**config.mk**
```make
export PLATFORM = sky130hd
export DESIGN_NAME = io_port_pin_control
export DESIGN_NICKNAME = d
export VERILOG_FILES = /design/src/verilog/io_port_pkg.sv /design/src/verilog/io_port_pin_control.sv
export SDC_FILE = /design/constraint.sdc
export NUM_CORES = 1
export LEC_CHECK = 0
export BUFFER_PORTS_ARGS = -buffer_cell sky130_fd_sc_hd__buf_2
export CORE_ASPECT_RATIO = 1.1
export CORE_MARGIN = 2
export CORE_UTILIZATION = 57
export CTS_BUF_LIST = sky130_fd_sc_hd__clkbuf_4 sky130_fd_sc_hd__clkbuf_8 sky130_fd_sc_hd__clkbuf_16
export DETAILED_ROUTE_END_ITERATION = 6
export GPL_TIMING_DRIVEN = 0
export PLACE_DENSITY = 0.85
export SLEW_MARGIN = 20
export SYNTH_ARGS = -nofsm -noshare
export SYNTH_HDL_FRONTEND = slang
export SYNTH_SLANG_ARGS = --single-unit
```
**constraint.sdc**
```tcl
create_clock -name ref_clk -period 5 [get_ports ref_clk]
set_clock_uncertainty 0.2 [all_clocks]
set_input_delay 0.25 -clock ref_clk [delete_from_list [all_inputs] [get_ports ref_clk]]
set_output_delay 0.25 -clock ref_clk [all_outputs]
set_load 0.1 [all_outputs]
```
**src/verilog/io_port_pkg.sv**
```systemverilog
package io_port_pkg;

    // APB address width; the highest register index times four needs 18 bits.
    localparam int unsigned ADDR_W = 18;

    // Register indices as printed; the byte address is four times the index.
    localparam logic [15:0] P3_FSEL_IDX = 16'hffca;
    localparam logic [15:0] P3_LAT_IDX  = 16'hffd6;
    localparam logic [15:0] P3_PU_IDX   = 16'hffe1;
    localparam logic [15:0] P3_DIR_IDX  = 16'hffe6;
    localparam logic [15:0] P1_FSEL_IDX = 16'hffc8;
    localparam logic [15:0] P1_LAT_IDX  = 16'hffd4;
    localparam logic [15:0] P1_PU_IDX   = 16'hffe0;
    localparam logic [15:0] P1_DIR_IDX  = 16'hffe4;

    localparam logic [ADDR_W-1:0] P3_FSEL_ADDR = {P3_FSEL_IDX, 2'b00};
    localparam logic [ADDR_W-1:0] P3_LAT_ADDR  = {P3_LAT_IDX, 2'b00};
    localparam logic [ADDR_W-1:0] P3_PU_ADDR   = {P3_PU_IDX, 2'b00};
    localparam logic [ADDR_W-1:0] P3_DIR_ADDR  = {P3_DIR_IDX, 2'b00};
    localparam logic [ADDR_W-1:0] P1_FSEL_ADDR = {P1_FSEL_IDX, 2'b00};
    localparam logic [ADDR_W-1:0] P1_LAT_ADDR  = {P1_LAT_IDX, 2'b00};
    localparam logic [ADDR_W-1:0] P1_PU_ADDR   = {P1_PU_IDX, 2'b00};
    localparam logic [ADDR_W-1:0] P1_DIR_ADDR  = {P1_DIR_IDX, 2'b00};

    // Reset values.
    localparam logic [7:0] P3_FSEL_RST = 8'h04;
    localparam logic [7:0] P3_LAT_RST  = 8'h00;
    localparam logic [7:0] P3_PU_RST   = 8'h00;
    localparam logic [7:0] P3_DIR_RST  = 8'h00;
    localparam logic [7:0] P1_FSEL_RST = 8'h00;
    localparam logic [7:0] P1_LAT_RST  = 8'h00;
    localparam logic [7:0] P1_PU_RST   = 8'h00;
    localparam logic [7:0] P1_DIR_RST  = 8'h00;
    // The port 3 direction register is write-only and reads as all ones.
    localparam logic [7:0] P3_DIR_READ = 8'hff;

    // Port 1 function select bit positions.
    localparam int unsigned P1_CAPTURE_BIT = 3;
    localparam int unsigned P1_TMR_HI_BIT  = 2;
    localparam int unsigned P1_TMR_LO_BIT  = 1;
    localparam int unsigned P1_WATCH_BIT   = 0;

    // Port 3 function select bits that steer a pin, and those that make it an output.
    localparam logic [7:0] P3_PIN_SEL_MASK = 8'hc7;
    localparam logic [7:0] P3_ALT_OUT_MASK = 8'h05;
    localparam int unsigned P3_RESET_STAT_BIT = 2;
    localparam int unsigned P3_PWM_BIT        = 0;

    // Reset pin drive on port 3: the reset status pin drives low while in reset.
    localparam logic [7:0] P3_OE_RST  = 8'h04;
    localparam logic [7:0] P3_OUT_RST = 8'h00;

    // Operating mode from the power controller; unused codes are treated as standby.
    typedef enum logic [2:0] {
        MODE_ACTIVE    = 3'h0,
        MODE_SUBACTIVE = 3'h1,
        MODE_SUBSLEEP  = 3'h3,
        MODE_SLEEP     = 3'h2,
        MODE_WATCH     = 3'h6,
        MODE_STANDBY   = 3'h7
    } op_mode_t;

endpackage : io_port_pkg

```
**src/verilog/io_port_pin_control.sv**
```systemverilog
`timescale 1ns/1ps
module io_port_pin_control (
    input  wire logic                           ref_clk,
    input  wire logic                           rst_n,
    input  wire logic                           psel,
    input  wire logic                           penable,
    input  wire logic                           pwrite,
    input  wire logic [io_port_pkg::ADDR_W-1:0] paddr,
    input  wire logic [31:0]                    pwdata,
    output logic                                pready,
    output logic      [31:0]                    prdata,
    output logic                                pslverr,
    input  wire io_port_pkg::op_mode_t          op_mode,
    input  wire logic [7:0]                     p1_pin_in,
    output logic      [7:0]                     p1_pin_out,
    output logic      [7:0]                     p1_pin_oe,
    output logic      [7:0]                     p1_pullup_on,
    input  wire logic [7:0]                     p3_pin_in,
    output logic      [7:0]                     p3_pin_out,
    output logic      [7:0]                     p3_pin_oe,
    output logic      [7:0]                     p3_pullup_on,
    input  wire logic                           timer_output_high,
    input  wire logic                           timer_output_low,
    input  wire logic                           watch_clock_output,
    input  wire logic                           pwm_output,
    input  wire logic                           reset_status_output_n,
    output logic                                timer_capture_input,
    output logic      [7:0]                     p3_alt_input,
    output logic      [7:0]                     port3_function_select
);

    typedef struct packed {
        logic [7:0]  p1_sync1;
        logic [7:0]  p1_sync2;
        logic [7:0]  p3_sync1;
        logic [7:0]  p3_sync2;
        logic [7:0]  p1_lat;
        logic [7:0]  p1_dir;
        logic [7:0]  p1_pu;
        logic [7:0]  p1_fsel;
        logic [7:0]  p3_lat;
        logic [7:0]  p3_dir;
        logic [7:0]  p3_pu;
        logic [7:0]  p3_fsel;
        logic [7:0]  p1_out;
        logic [7:0]  p1_oe;
        logic [7:0]  p1_pull;
        logic [7:0]  p3_out;
        logic [7:0]  p3_oe;
        logic [7:0]  p3_pull;
        logic        cap;
        logic [7:0]  p3_alt;
        logic        rdy;
        logic [31:0] rdata;
        logic        err;
    } state_t;

    state_t     q;
    state_t     d;
    logic       acc_first;
    logic       acc_done;
    logic       hit;
    logic [7:0] rd8;
    logic [7:0] p3_sel;
    logic [7:0] p1_oe_n;
    logic [7:0] p1_out_n;
    logic [7:0] p1_pull_exp;
    logic [7:0] p3_pull_exp;
    logic [7:0] p3_rd_exp;
    logic [7:0] wdata8;

    // All outputs come straight from the state register.
    assign pready                = q.rdy;
    assign prdata                = q.rdata;
    assign pslverr               = q.err;
    assign p1_pin_out            = q.p1_out;
    assign p1_pin_oe             = q.p1_oe;
    assign p1_pullup_on          = q.p1_pull;
    assign p3_pin_out            = q.p3_out;
    assign p3_pin_oe             = q.p3_oe;
    assign p3_pullup_on          = q.p3_pull;
    assign timer_capture_input   = q.cap;
    assign p3_alt_input          = q.p3_alt;
    assign port3_function_select = q.p3_fsel;

    // Assertion helpers, so that $past is handed plain signals, never expressions.
    assign p1_pull_exp = q.p1_pu & ~q.p1_dir;
    assign p3_pull_exp = q.p3_pu & ~q.p3_dir;
    assign p3_rd_exp   = (q.p3_lat & q.p3_dir) | (q.p3_sync2 & ~q.p3_dir);
    assign wdata8      = pwdata[7:0];

    // Next-state logic: synchronisers, register bus, and pin drive.
    always_comb begin
        d         = q;
        acc_first = psel && penable && !q.rdy;
        acc_done  = psel && penable && q.rdy;
        p3_sel    = q.p3_fsel & io_port_pkg::P3_PIN_SEL_MASK;
        // Pins are asynchronous; the first stage feeds only the second.
        d.p1_sync1 = p1_pin_in;
        d.p1_sync2 = q.p1_sync1;
        d.p3_sync1 = p3_pin_in;
        d.p3_sync2 = q.p3_sync1;

        // Read decode; data reads mix latch and live pin per direction bit.
        hit = 1'b1;
        unique case (paddr)
            io_port_pkg::P3_FSEL_ADDR: rd8 = q.p3_fsel;
            io_port_pkg::P3_LAT_ADDR:  rd8 = (q.p3_lat & q.p3_dir) | (q.p3_sync2 & ~q.p3_dir);
            io_port_pkg::P3_PU_ADDR:   rd8 = q.p3_pu;
            io_port_pkg::P3_DIR_ADDR:  rd8 = io_port_pkg::P3_DIR_READ;
            io_port_pkg::P1_FSEL_ADDR: rd8 = q.p1_fsel;
            io_port_pkg::P1_LAT_ADDR:  rd8 = (q.p1_lat & q.p1_dir) | (q.p1_sync2 & ~q.p1_dir);
            io_port_pkg::P1_PU_ADDR:   rd8 = q.p1_pu;
            io_port_pkg::P1_DIR_ADDR:  rd8 = q.p1_dir;
            default: begin
                rd8 = 8'h00;
                hit = 1'b0;
            end
        endcase

        // One wait state: data and error are captured in the first access cycle.
        d.rdy = acc_first;
        d.err = acc_first && !hit;
        if (acc_first) begin
            d.rdata = {24'h000000, rd8};
        end

        // Writes land on the edge at which pready is seen high.
        if (acc_done && pwrite) begin
            unique case (paddr)
                io_port_pkg::P3_FSEL_ADDR: d.p3_fsel = pwdata[7:0];
                io_port_pkg::P3_LAT_ADDR:  d.p3_lat  = pwdata[7:0];
                io_port_pkg::P3_PU_ADDR:   d.p3_pu   = pwdata[7:0];
                io_port_pkg::P3_DIR_ADDR:  d.p3_dir  = pwdata[7:0];
                io_port_pkg::P1_FSEL_ADDR: d.p1_fsel = pwdata[7:0];
                io_port_pkg::P1_LAT_ADDR:  d.p1_lat  = pwdata[7:0];
                io_port_pkg::P1_PU_ADDR:   d.p1_pu   = pwdata[7:0];
                io_port_pkg::P1_DIR_ADDR:  d.p1_dir  = pwdata[7:0];
                default: ;
            endcase
        end

        // Port 1 functional drive; timer functions override direction.
        p1_oe_n  = q.p1_dir;
        p1_out_n = q.p1_lat;
        if (q.p1_fsel[io_port_pkg::P1_CAPTURE_BIT]) begin
            p1_oe_n[io_port_pkg::P1_CAPTURE_BIT] = 1'b0;
        end
        if (q.p1_fsel[io_port_pkg::P1_TMR_HI_BIT]) begin
            p1_oe_n[io_port_pkg::P1_TMR_HI_BIT]  = 1'b1;
            p1_out_n[io_port_pkg::P1_TMR_HI_BIT] = timer_output_high;
        end
        if (q.p1_fsel[io_port_pkg::P1_TMR_LO_BIT]) begin
            p1_oe_n[io_port_pkg::P1_TMR_LO_BIT]  = 1'b1;
            p1_out_n[io_port_pkg::P1_TMR_LO_BIT] = timer_output_low;
        end
        if (q.p1_fsel[io_port_pkg::P1_WATCH_BIT]) begin
            p1_oe_n[io_port_pkg::P1_WATCH_BIT]  = 1'b1;
            p1_out_n[io_port_pkg::P1_WATCH_BIT] = watch_clock_output;
        end
        d.cap = q.p1_sync2[io_port_pkg::P1_CAPTURE_BIT] && q.p1_fsel[io_port_pkg::P1_CAPTURE_BIT];

        // Mode gating: sleeping modes keep the last drive untouched.
        unique case (op_mode)
            io_port_pkg::MODE_ACTIVE, io_port_pkg::MODE_SUBACTIVE: begin
                d.p1_oe   = p1_oe_n;
                d.p1_out  = p1_out_n;
                d.p1_pull = q.p1_pu & ~q.p1_dir;
            end
            io_port_pkg::MODE_SLEEP, io_port_pkg::MODE_SUBSLEEP, io_port_pkg::MODE_WATCH: begin
                d.p1_oe   = q.p1_oe;
                d.p1_out  = q.p1_out;
                d.p1_pull = q.p1_pull;
            end
            default: begin
                // Standby and any illegal code float the pins; pull-ups stay so
                // enabled inputs read high instead of floating.
                d.p1_oe   = 8'h00;
                d.p1_out  = 8'h00;
                d.p1_pull = q.p1_pu & ~q.p1_dir;
            end
        endcase

        // Port 3: latch and direction set the drive only on general pins; direction gates the pull-up on every pin.
        d.p3_oe  = (q.p3_dir & ~p3_sel) | (p3_sel & io_port_pkg::P3_ALT_OUT_MASK);
        d.p3_out = q.p3_lat & ~p3_sel;
        d.p3_out[io_port_pkg::P3_RESET_STAT_BIT] = p3_sel[io_port_pkg::P3_RESET_STAT_BIT]
            ? reset_status_output_n : q.p3_lat[io_port_pkg::P3_RESET_STAT_BIT];
        d.p3_out[io_port_pkg::P3_PWM_BIT] = p3_sel[io_port_pkg::P3_PWM_BIT]
            ? pwm_output : q.p3_lat[io_port_pkg::P3_PWM_BIT];
        d.p3_pull = q.p3_pu & ~q.p3_dir;
        d.p3_alt  = q.p3_sync2 & p3_sel & ~io_port_pkg::P3_ALT_OUT_MASK;
    end

    // State register; reset floats port 1 and leaves the reset status pin driving low.
    always_ff @(posedge ref_clk) begin
        if (!rst_n) begin
            q         <= '0;
            q.p1_lat  <= io_port_pkg::P1_LAT_RST;
            q.p1_dir  <= io_port_pkg::P1_DIR_RST;
            q.p1_pu   <= io_port_pkg::P1_PU_RST;
            q.p1_fsel <= io_port_pkg::P1_FSEL_RST;
            q.p3_lat  <= io_port_pkg::P3_LAT_RST;
            q.p3_dir  <= io_port_pkg::P3_DIR_RST;
            q.p3_pu   <= io_port_pkg::P3_PU_RST;
            q.p3_fsel <= io_port_pkg::P3_FSEL_RST;
            q.p3_oe   <= io_port_pkg::P3_OE_RST;
            q.p3_out  <= io_port_pkg::P3_OUT_RST;
        end else begin
            q <= d;
        end
    end
endmodule : io_port_pin_control

```
==> results of run 1 <==
[stage by stage]
step	util	setup WS [ps]	power (W)	instances	instance area, sq um
2_1_floorplan	-	2470	0.00149	768	7190
3_3_place_gp	0.658	2310	0.00154	1037	7960
3_5_place_dp	0.658	2310	0.00154	1037	7960
4_1_cts	0.727	2610	0.00287	1089	8790
5_1_grt	0.727	2400	0.00295	1089	8790
6_report	0.727	2550	0.00288	1089	8790
[registers in the layout (all words and copies together), names as in the netlist, 8 cells and up]
| name | count |
|---|---|
| d | 16 |
| p1_pin_oe | 8 |
| p1_pin_out | 8 |
| p1_pullup_on | 8 |
| p3_pin_oe | 8 |
| p3_pin_out | 8 |
| p3_pullup_on | 8 |
| port3_function_select | 8 |
| prdata | 8 |
| q | 63 |
[worst max-delay path by stage]
stage,startpoint,endpoint,slack (ps),depth (start not counted)
after floorplan,pready,q[100],2470,6
after global placement,paddr[14],q[149],2310,6
after detailed placement,paddr[14],q[147],2310,6
after CTS,pready,p1_oe_n[5],2610,6
after global routing,pready,p1_oe_n[5],2400,6
final,pready,p1_oe_n[5],2550,6
[cell usage after synthesis, drive strengths merged (4+ instances only)]
master  instances  share of area
nand2          67          0.035
nor2b          56          0.049
and4            6         0.0074
mux2i          51          0.072
nor2           14         0.0078
nor3            6         0.0074
a21boi         36          0.038
dfxtp         158           0.45
and3b          12          0.015
nand4           4         0.0035
a22oi          17          0.018
buf           115           0.12
nor3b           9         0.0095
clkbuf         24          0.013
and3            8         0.0071
o22ai           6         0.0053
and2           40          0.035
a32oi           8         0.0099
nand3          36          0.029
a21oi           9         0.0064
o21ai           9         0.0064
mux2            4         0.0064
nor4            4         0.0044
[worst max-delay path, delay by kind of cell, from the launching register on]
kind / cells / cell delay, ps
buffers and inverters: 2 / 970
and+or+nand+nor: 3 / 610
DFF: 1 / 360
AOI/OAI and AO/OA: 1 / 210
[kinds of logic after synthesis]
family / Yosys count / share of synthesized area
AND/OR/NAND/NOR: 275 / 0.228
flip-flops: 158 / 0.446
buffers and inverters: 142 / 0.132
AO/OA/AOI/OAI: 108 / 0.113
multiplexers: 55 / 0.0784
XOR/XNOR: 1 / 0.00124
other: 1 / 0.000529
[layout make-up]
class                           instances  area share
Clock inverter                         11      0.0179
Sequential cell                       158       0.360
Timing Repair Buffer                  136      0.0894
Buffer                                139       0.105
Clock buffer                           20      0.0524
Inverter                                3     0.00128
Multi-Input combinational cell        468       0.352
Tap cell                              154      0.0219
[layer usage]
| metal | share of wire | GRT usage |
|---|---|---|
| met3 | 0.076 | 0.0559 |
| met5 | 0 | 0 |
| met2 | 0.48 | 0.486 |
| met1 | 0.41 | 0.379 |
| met4 | 0.035 | 0.116 |
[power breakdown]
group	internal [W]	switching, W	leakage [nW]	total (W)
clock network	0.000821	0.000528	0.297	0.00135
logic	0.0000724	0.000180	2.37	0.000252
registers	0.00127	0.00000369	1.28	0.00128
total	0.00216	0.000712	3.95	0.00288
==> flow_summary.toml, run 1 <==
[worst_hold_path]
worstHoldPathCells = 3
hold_start = "pwdata[1]"
min_to = "port3_function_select[1]"
min_path_type = "in -> reg"

[cells_and_area]
most-common-layout-cells = "158 x dfxtp_1, 127 x buf_2, 99 x buf_4"
multi_input_area_sq_um = 3090
areaGrowthSynthToFinish_pct = 24.0
final_common_cell = "dfxtp_1"
nets = 1002
n_antenna_cell = 0
drive_above_1_share = 0.295
fillers = 915
seq_area_sq_um = 3160

[route]
drtIter0Drc = 565
dr_total_vias = 5954
wirelength_mm = 19.5
avgViaCountPerCell = 5.47
ant_nets = 0
wire_per_inst_um = 17.9
firstDrtPassIters = 6
drcViolationCount = 0

[critical_path]
critPathMaxFanout = 10
reg2regPathDepth = 6
end_kind = "flop"
slowest_delay_ps = 500
critPathSlowestCell = "buf_1"
startpoint_type = "flop"
r2r_start = "pready"
criticalPathCategory = "reg -> reg"
cp.required_ps = 5130
worstPathCellList = "nand2_1, nor2_2, clkbuf_1, buf_1, nand3_1, a21boi_0"
r2r_end = "p1_oe_n[5]"
worstPathArrival_ps = 2580
r2r_slack_ps = 2550

[run_status]
status = "finished clean"

[die]
die_w_um = 110
die_area_sq_um = 13300
start_util = 0.586
io_pins = 178
core_sq_um = 12100
die_h_um = 121
num_rows = 42

[timing]
hold_viol = 0
max_freq_ghz = 0.408
drv_slew = 0
rsz0062_at_grt = "no"
maxSlewHeadroom = 0.363
finalSetupTns_ps = 0
holdWs_ps = 3.21
fin_crit_sh = 0.490
tightestPinTransition_ps = 942
period_needed_ps = 2450
finalSetupViolCount = 0

[synth]
synth_edf_count = 0
synthArstFlopShare = 0
syn_area_sq_um = 7080
synth-seq-cells = 158
synthDistinctLibCells = 60
yosysSeqAreaShare = 0.446
postSynthCellCount = 740
yosysWarnings = 0
avgSynthCellArea_sq_um = 9.57
ys.flop_type = "dfxtp_1"

[global_route]
grt_max_degree = 17
grt_pass1_vias = 5583
antenna_found_initial = 0
grt-ovfl-total = 0
grtUsageTotal = 0.295
grt_pass1_wl_mm = 29.6

[clock_tree]
htree_levels = 4
clk_latency_ps = 430
cts-root-buf = "clkbuf_16"
clockBufferDepth = 2
post_cts_resized = 0
clkSinkCount = 158
hold_buffers = 21
clkSlewWorstSetupHoldPaths_ps = 60
numCtsBuffers = 17
cts_setup_buffers = 0
tritoncts = "built"

[power_and_ir_drop]
ir_drop_v = 0.000254
power_density_nw_per_um2 = 327
power_leakage_nw = 3.95

[run]
drv_cap = 0

[placement]
io_buffers = 115
dp_hpwl_mm = 13.6
place.gp.congestion = 0.951
Power figures use the tool's default switching activity.
==> inputs of run 2 (changes only) <==
- ABC_AREA: not set -> 1
- CORE_UTILIZATION: 57 -> 54
- PLACE_DENSITY: 0.85 -> 0.8
- clock period: 5 -> 2.5 ns (I/O delays scaled with it)
==> run 2 against run 1 <==
Against the previous run:
- first-iteration DRC count increased by 5.5%
- critical endpoint is now pslverr
- cell count rose by 21%
- synthesized area up 5.9%
- the run now ends with design-rule violations left
- critical path type is now in -> reg
- critical path depth up 1
- sequential cell count unchanged
- via count up 11%
- worst setup slack got worse by 2200 ps
- synthesized cell count grew 26%
==> flow_summary.toml, run 2 <==
[timing]
holdWs_ps = 11.6
fin_crit_sh = 0.861
finalSetupViolCount = 0
hold_viol = 0
maxSlewHeadroom = 0.382
tightestPinTransition_ps = 927
rsz0062_at_grt = "no"
finalSetupTns_ps = 0
period_needed_ps = 2150
drv_slew = 0
max_freq_ghz = 0.465

[die]
io_pins = 178
die_w_um = 116
num_rows = 45
die_area_sq_um = 14800
core_sq_um = 13700
die_h_um = 128
start_util = 0.548

[critical_path]
critPathSlowestCell = "dlygate4sd3_1"
worstPathCellList = "dlygate4sd3_1, buf_2, nand2_1, dlygate4sd3_1, nor2_2, inv_1, nor4_1"
r2r_slack_ps = 570
slowest_delay_ps = 560
worstPathArrival_ps = 2270
startpoint_type = "input pin"
r2r_start = "pready"
reg2regPathDepth = 6
end_kind = "flop"
cp.required_ps = 2620
critPathMostFrequentCell = "dlygate4sd3_1"
path_buf_inv = 4
critPathMaxFanout = 10
path_delay_family = "buffers and inverters"
criticalPathCategory = "in -> reg"
r2r_end = "q[130]"

[cells_and_area]
largest_register_ffs = 63
final_common_cell = "nand2_1"
areaGrowthSynthToFinish_pct = 23.9
nets = 1201
drive_above_1_share = 0.315
fin_area_sq_um = 9290
top_register = "q"
n_antenna_cell = 0
most-common-layout-cells = "170 x nand2_1, 158 x dfxtp_1, 116 x buf_2"
fillers = 1102

[route]
ant_nets = 0
drtIter0Drc = 596
drcViolationCount = 2
dr_total_vias = 6609
wirelength_mm = 19.3
avgViaCountPerCell = 5.00
wire_per_inst_um = 14.6
firstDrtPassIters = 7

[power_and_ir_drop]
power_switching_w = 0.00150
power_density_nw_per_um2 = 600
pwr-share-seq = 0.457
power.internal_w = 0.00408
pwr-share-comb = 0.094
power_frac_clock = 0.448
ir_drop_v = 0.000372
power_leakage_nw = 4.36
p_sw_frac = 0.269

[synth]
postSynthCellCount = 930
yosysWarnings = 0
synthArstFlopShare = 0
synthDominantCellAreaShare = 0.422
yosysSeqAreaShare = 0.422
synth_edf_count = 0
synthDistinctLibCells = 30
avgSynthCellArea_sq_um = 8.06
yosys.area.top_type = "dfxtp_1"
synth.most_common_cell = "nand2_1"
ys.flop_type = "dfxtp_1"
syn_area_sq_um = 7500
synth-seq-cells = 158
synth_area_leaders = "dfxtp_1 42%, a211oi_2 11%, buf_4 9.8%, nand2_1 8.5%, inv_1 5.7%"
netlist_top_cells_count = "170 x nand2_1, 158 x dfxtp_1, 113 x inv_1, 98 x buf_4, 92 x nor2_1"

[clock_tree]
clkSinkCount = 158
cts-root-buf = "clkbuf_16"
clockBufferDepth = 2
numCtsBuffers = 17
tritoncts = "built"
clk_latency_ps = 420
htree_levels = 4
clkSlewWorstSetupHoldPaths_ps = 70

[placement]
dp_hpwl_mm = 13.4
place.gp.congestion = 0.952
placed_cell_area_sq_um = 8420
io_buffers = 115

[global_route]
grt-ovfl-total = 0
grt_pass1_wl_mm = 30.2
antenna_found_initial = 0
grtUsageTotal = 0.266
grt_max_degree = 17
grt_pass1_vias = 6095

[worst_hold_path]
min_path_type = "in -> reg"
hold_start = "pwdata[3]"
min_to = "q[134]"
worstHoldPathCells = 3

[run_status]
status = "finished with violations"
violations = "design-rule violations"

[run]
drv_cap = 0
-- run 2: worst reg2reg max path, cell delays in order (launching register included) --
cell and delay, ps:
dfxtp_1 370, nand4_1 150, inv_2 290, nand3_2 270, buf_2 300, nor2_1 150
a211oi_2 40
-- run 2: what timing repair did --
item / CTS / global route
setup endpoints to repair: 0 / 1
hold buffers: 30 / 0
endpoints found under the hold margin: 48 / 0
setup buffers: 0 / 0
gates resized for setup: 0 / 1
-- run 2: through the flow --
stage	util	power (W)	cells	worst slack, ps
5_1_grt	0.679	0.00574	1323	184
3_3_place_gp	0.615	0.00308	1261	479
6_report	0.679	0.00558	1323	349
2_1_floorplan	-	0.00299	958	159
3_5_place_dp	0.615	0.00309	1261	498
4_1_cts	0.679	0.00557	1323	227
-- run 2: how the worst max path moves through the flow --
stage	start	end	slack, ps	depth (start not counted)
6_report	penable	pslverr	350	7
5_1_grt	penable	pslverr	180	7
4_1_cts	penable	pslverr	230	7
3_5_place_dp	rst_n	p3_pullup_on[5]	500	5
3_3_place_gp	rst_n	p3_pullup_on[5]	480	5
2_1_floorplan	pready	q[129]	160	6
-- run 2: power by group through the flow --
stage,registers [W],logic [W],clock network [W]
after floorplan,0.00261,0.000371,0
after global placement,0.00261,0.000476,0
after detailed placement,0.00261,0.000478,0
after CTS,0.00255,0.000515,0.00251
after global routing,0.00255,0.000555,0.00263
final,0.00255,0.000526,0.00250
-- run 2: final cells by class --
cell class	instances	area, sq um	share of cell area
buffer	139	943	0.102
clock buffer	18	439	0.0473
clock inverter	14	133	0.0143
inverter	123	463	0.0498
multi-input combinational	538	3040	0.327
sequential	158	3160	0.340
tap	188	235	0.0253
timing repair buffer	145	876	0.0943
-- run 2: per-layer routing --
layer / wire length, um / track usage / vias to the layer above
met5: 0 / 0 / -
met4: 485 / 0.110 / 0
met3: 1770 / 0.0631 / 54
met2: 9050 / 0.426 / 318
met1: 7950 / 0.344 / 3003
li1: - / - / 3234
-- run 2: cells by family after synthesis --
| group | share of synthesized area |
|---|---|
| AO/OA/AOI/OAI | 0.147 |
| buffers and inverters | 0.188 |
| flip-flops | 0.422 |
| other | 0.000500 |
| AND/OR/NAND/NOR | 0.243 |
==> inputs of run 3 (changes only) <==
- REMOVE_ABC_BUFFERS: not set -> 1
==> run 3 against run 2 <==
Against the previous run:
- the flow now finishes without violations
- worst setup slack worse by 120 ps
- cell area down 8.8%
- sequential power about the same
- cell count down 9.6%
- hold slack better by 2.1 ps
- non-clock buffer count down 126
- largest power group unchanged
==> flow_summary.toml, run 3 (synthesis results as in run 2) <==
[timing]
hold_viol = 0
drv_slew = 0
fin_crit_sh = 0.907
max_freq_ghz = 0.441
setup_ws_ps = 232
maxSlewHeadroom = 0.386
period_needed_ps = 2270
finalSetupViolCount = 0
tightestPinTransition_ps = 921
rsz0062_at_grt = "no"

[placement]
place_ws_ps = -9.36
io_buffers = 124
place.gp.congestion = 0.846
dp_hpwl_mm = 10.5

[critical_path]
worstPathCellList = "dlygate4sd3_1, buf_2, nor2_2, dlygate4sd3_1, o21ai_0, a21oi_1"
critPathMostFrequentCell = "dlygate4sd3_1"
critPathMaxFanout = 13
criticalPathCategory = "in -> reg"
startpoint_type = "input pin"
cp.required_ps = 2650
worstPathArrival_ps = 2420
end_kind = "flop"
slowest_delay_ps = 970
critPathSlowestCell = "dlygate4sd3_1"

[route]
dr_total_vias = 5763
wire_per_inst_um = 13.1
drtIter0Drc = 416
avgViaCountPerCell = 4.82
wl_met2_mm = 7.35
wl_met1_mm = 7.04
wirelength_mm = 15.7
top_layer = "met4"
ant_nets = 0
wl_met3_um = 924
firstDrtPassIters = 5
drcViolationCount = 0

[power_and_ir_drop]
power_density_nw_per_um2 = 656
pwr-share-seq = 0.459
power.total_w = 0.00556
power_frac_clock = 0.457
ir_drop_v = 0.000436
p_sw_frac = 0.247
power_leakage_nw = 3.83
power_switching_w = 0.00137
pwr-share-comb = 0.084
power.internal_w = 0.00419

[die]
io_pins = 178
num_rows = 45
die_h_um = 128
core_sq_um = 13700
start_util = 0.548
die_w_um = 116
die_area_sq_um = 14800

[clock_tree]
clk_latency_ps = 430
clockBufferDepth = 2
cts_setup_buffers = 0
htree_levels = 4
post_cts_resized = 0
hold_buffers = 33
cts-root-buf = "clkbuf_16"
numCtsBuffers = 17
tritoncts = "built"
clkSlewWorstSetupHoldPaths_ps = 60
clkSinkCount = 158

[run_status]
status = "finished clean"

[global_route]
grt-ovfl-total = 0
grt_max_degree = 60
grt_pass1_vias = 5327
grt_pass1_wl_mm = 25.4
grtUsageTotal = 0.220
antenna_found_initial = 0

[cells_and_area]
largest_register_ffs = 63
drive_above_1_share = 0.258
areaGrowthSynthToFinish_pct = 12.9
final_common_cell = "nand2_1"
fillers = 1157
nets = 1075
top_register = "q"
n_antenna_cell = 0
most-common-layout-cells = "170 x nand2_1, 158 x dfxtp_1, 124 x buf_2"

[worst_hold_path]
min_path_type = "in -> reg"

[run]
drv_cap = 0
run 3: power groups by stage:
stage	sequential, W	combinational [W]	clock [W]
CTS	0.00255	0.000470	0.00259
global placement	0.00261	0.000420	0
floorplan	0.00262	0.000297	0
detailed placement	0.00261	0.000430	0
finish	0.00255	0.000469	0.00254
global route	0.00255	0.000501	0.00270
run 3: path summary, 6_finish.rpt:
path                            cells after the start           end  slack [ps]       start
worst min-delay path                                5     prdata[0]          10     penable
worst max register to register                      3       pslverr         370      pready
worst min register to register                      2        q[158]         210      d[158]
worst max-delay path                                6  p1_pin_oe[2]         230  op_mode[2]
run 3: final cells by class:
class | instances | area [sq um] | share of cell area
Clock buffer | 21 | 474 | 0.0560
Inverter | 123 | 468 | 0.0552
Timing Repair Buffer | 158 | 978 | 0.116
Multi-Input combinational cell | 538 | 3040 | 0.359
Sequential cell | 158 | 3160 | 0.373
Tap cell | 188 | 235 | 0.0278
Clock inverter | 10 | 114 | 0.0134
run 3: metal layers:
metal	track usage	vias to the layer above
met2	0.356	172
met3	0.0631	30
met4	0.0861	0
met1	0.277	2582
met5	0	-
li1	-	2979
run 3: worst max-delay path: cells and delay by family:
family                 cells  cell delay, ps
AOI/OAI and AO/OA          2             400
buffers and inverters      3            1640
and+or+nand+nor            1             250
run 3: stage by stage:
stage	hold WS [ps]	instance area [sq um]	util	std cells	setup TNS [ps]
floorplan	9.74	6660	-	819	0
global placement	105	7520	0.549	1131	-58770
detailed placement	108	7550	0.552	1132	-9.36
CTS	5.47	8470	0.619	1196	0
global route	37.8	8470	0.619	1196	0
finish	13.7	8470	0.619	1196	0
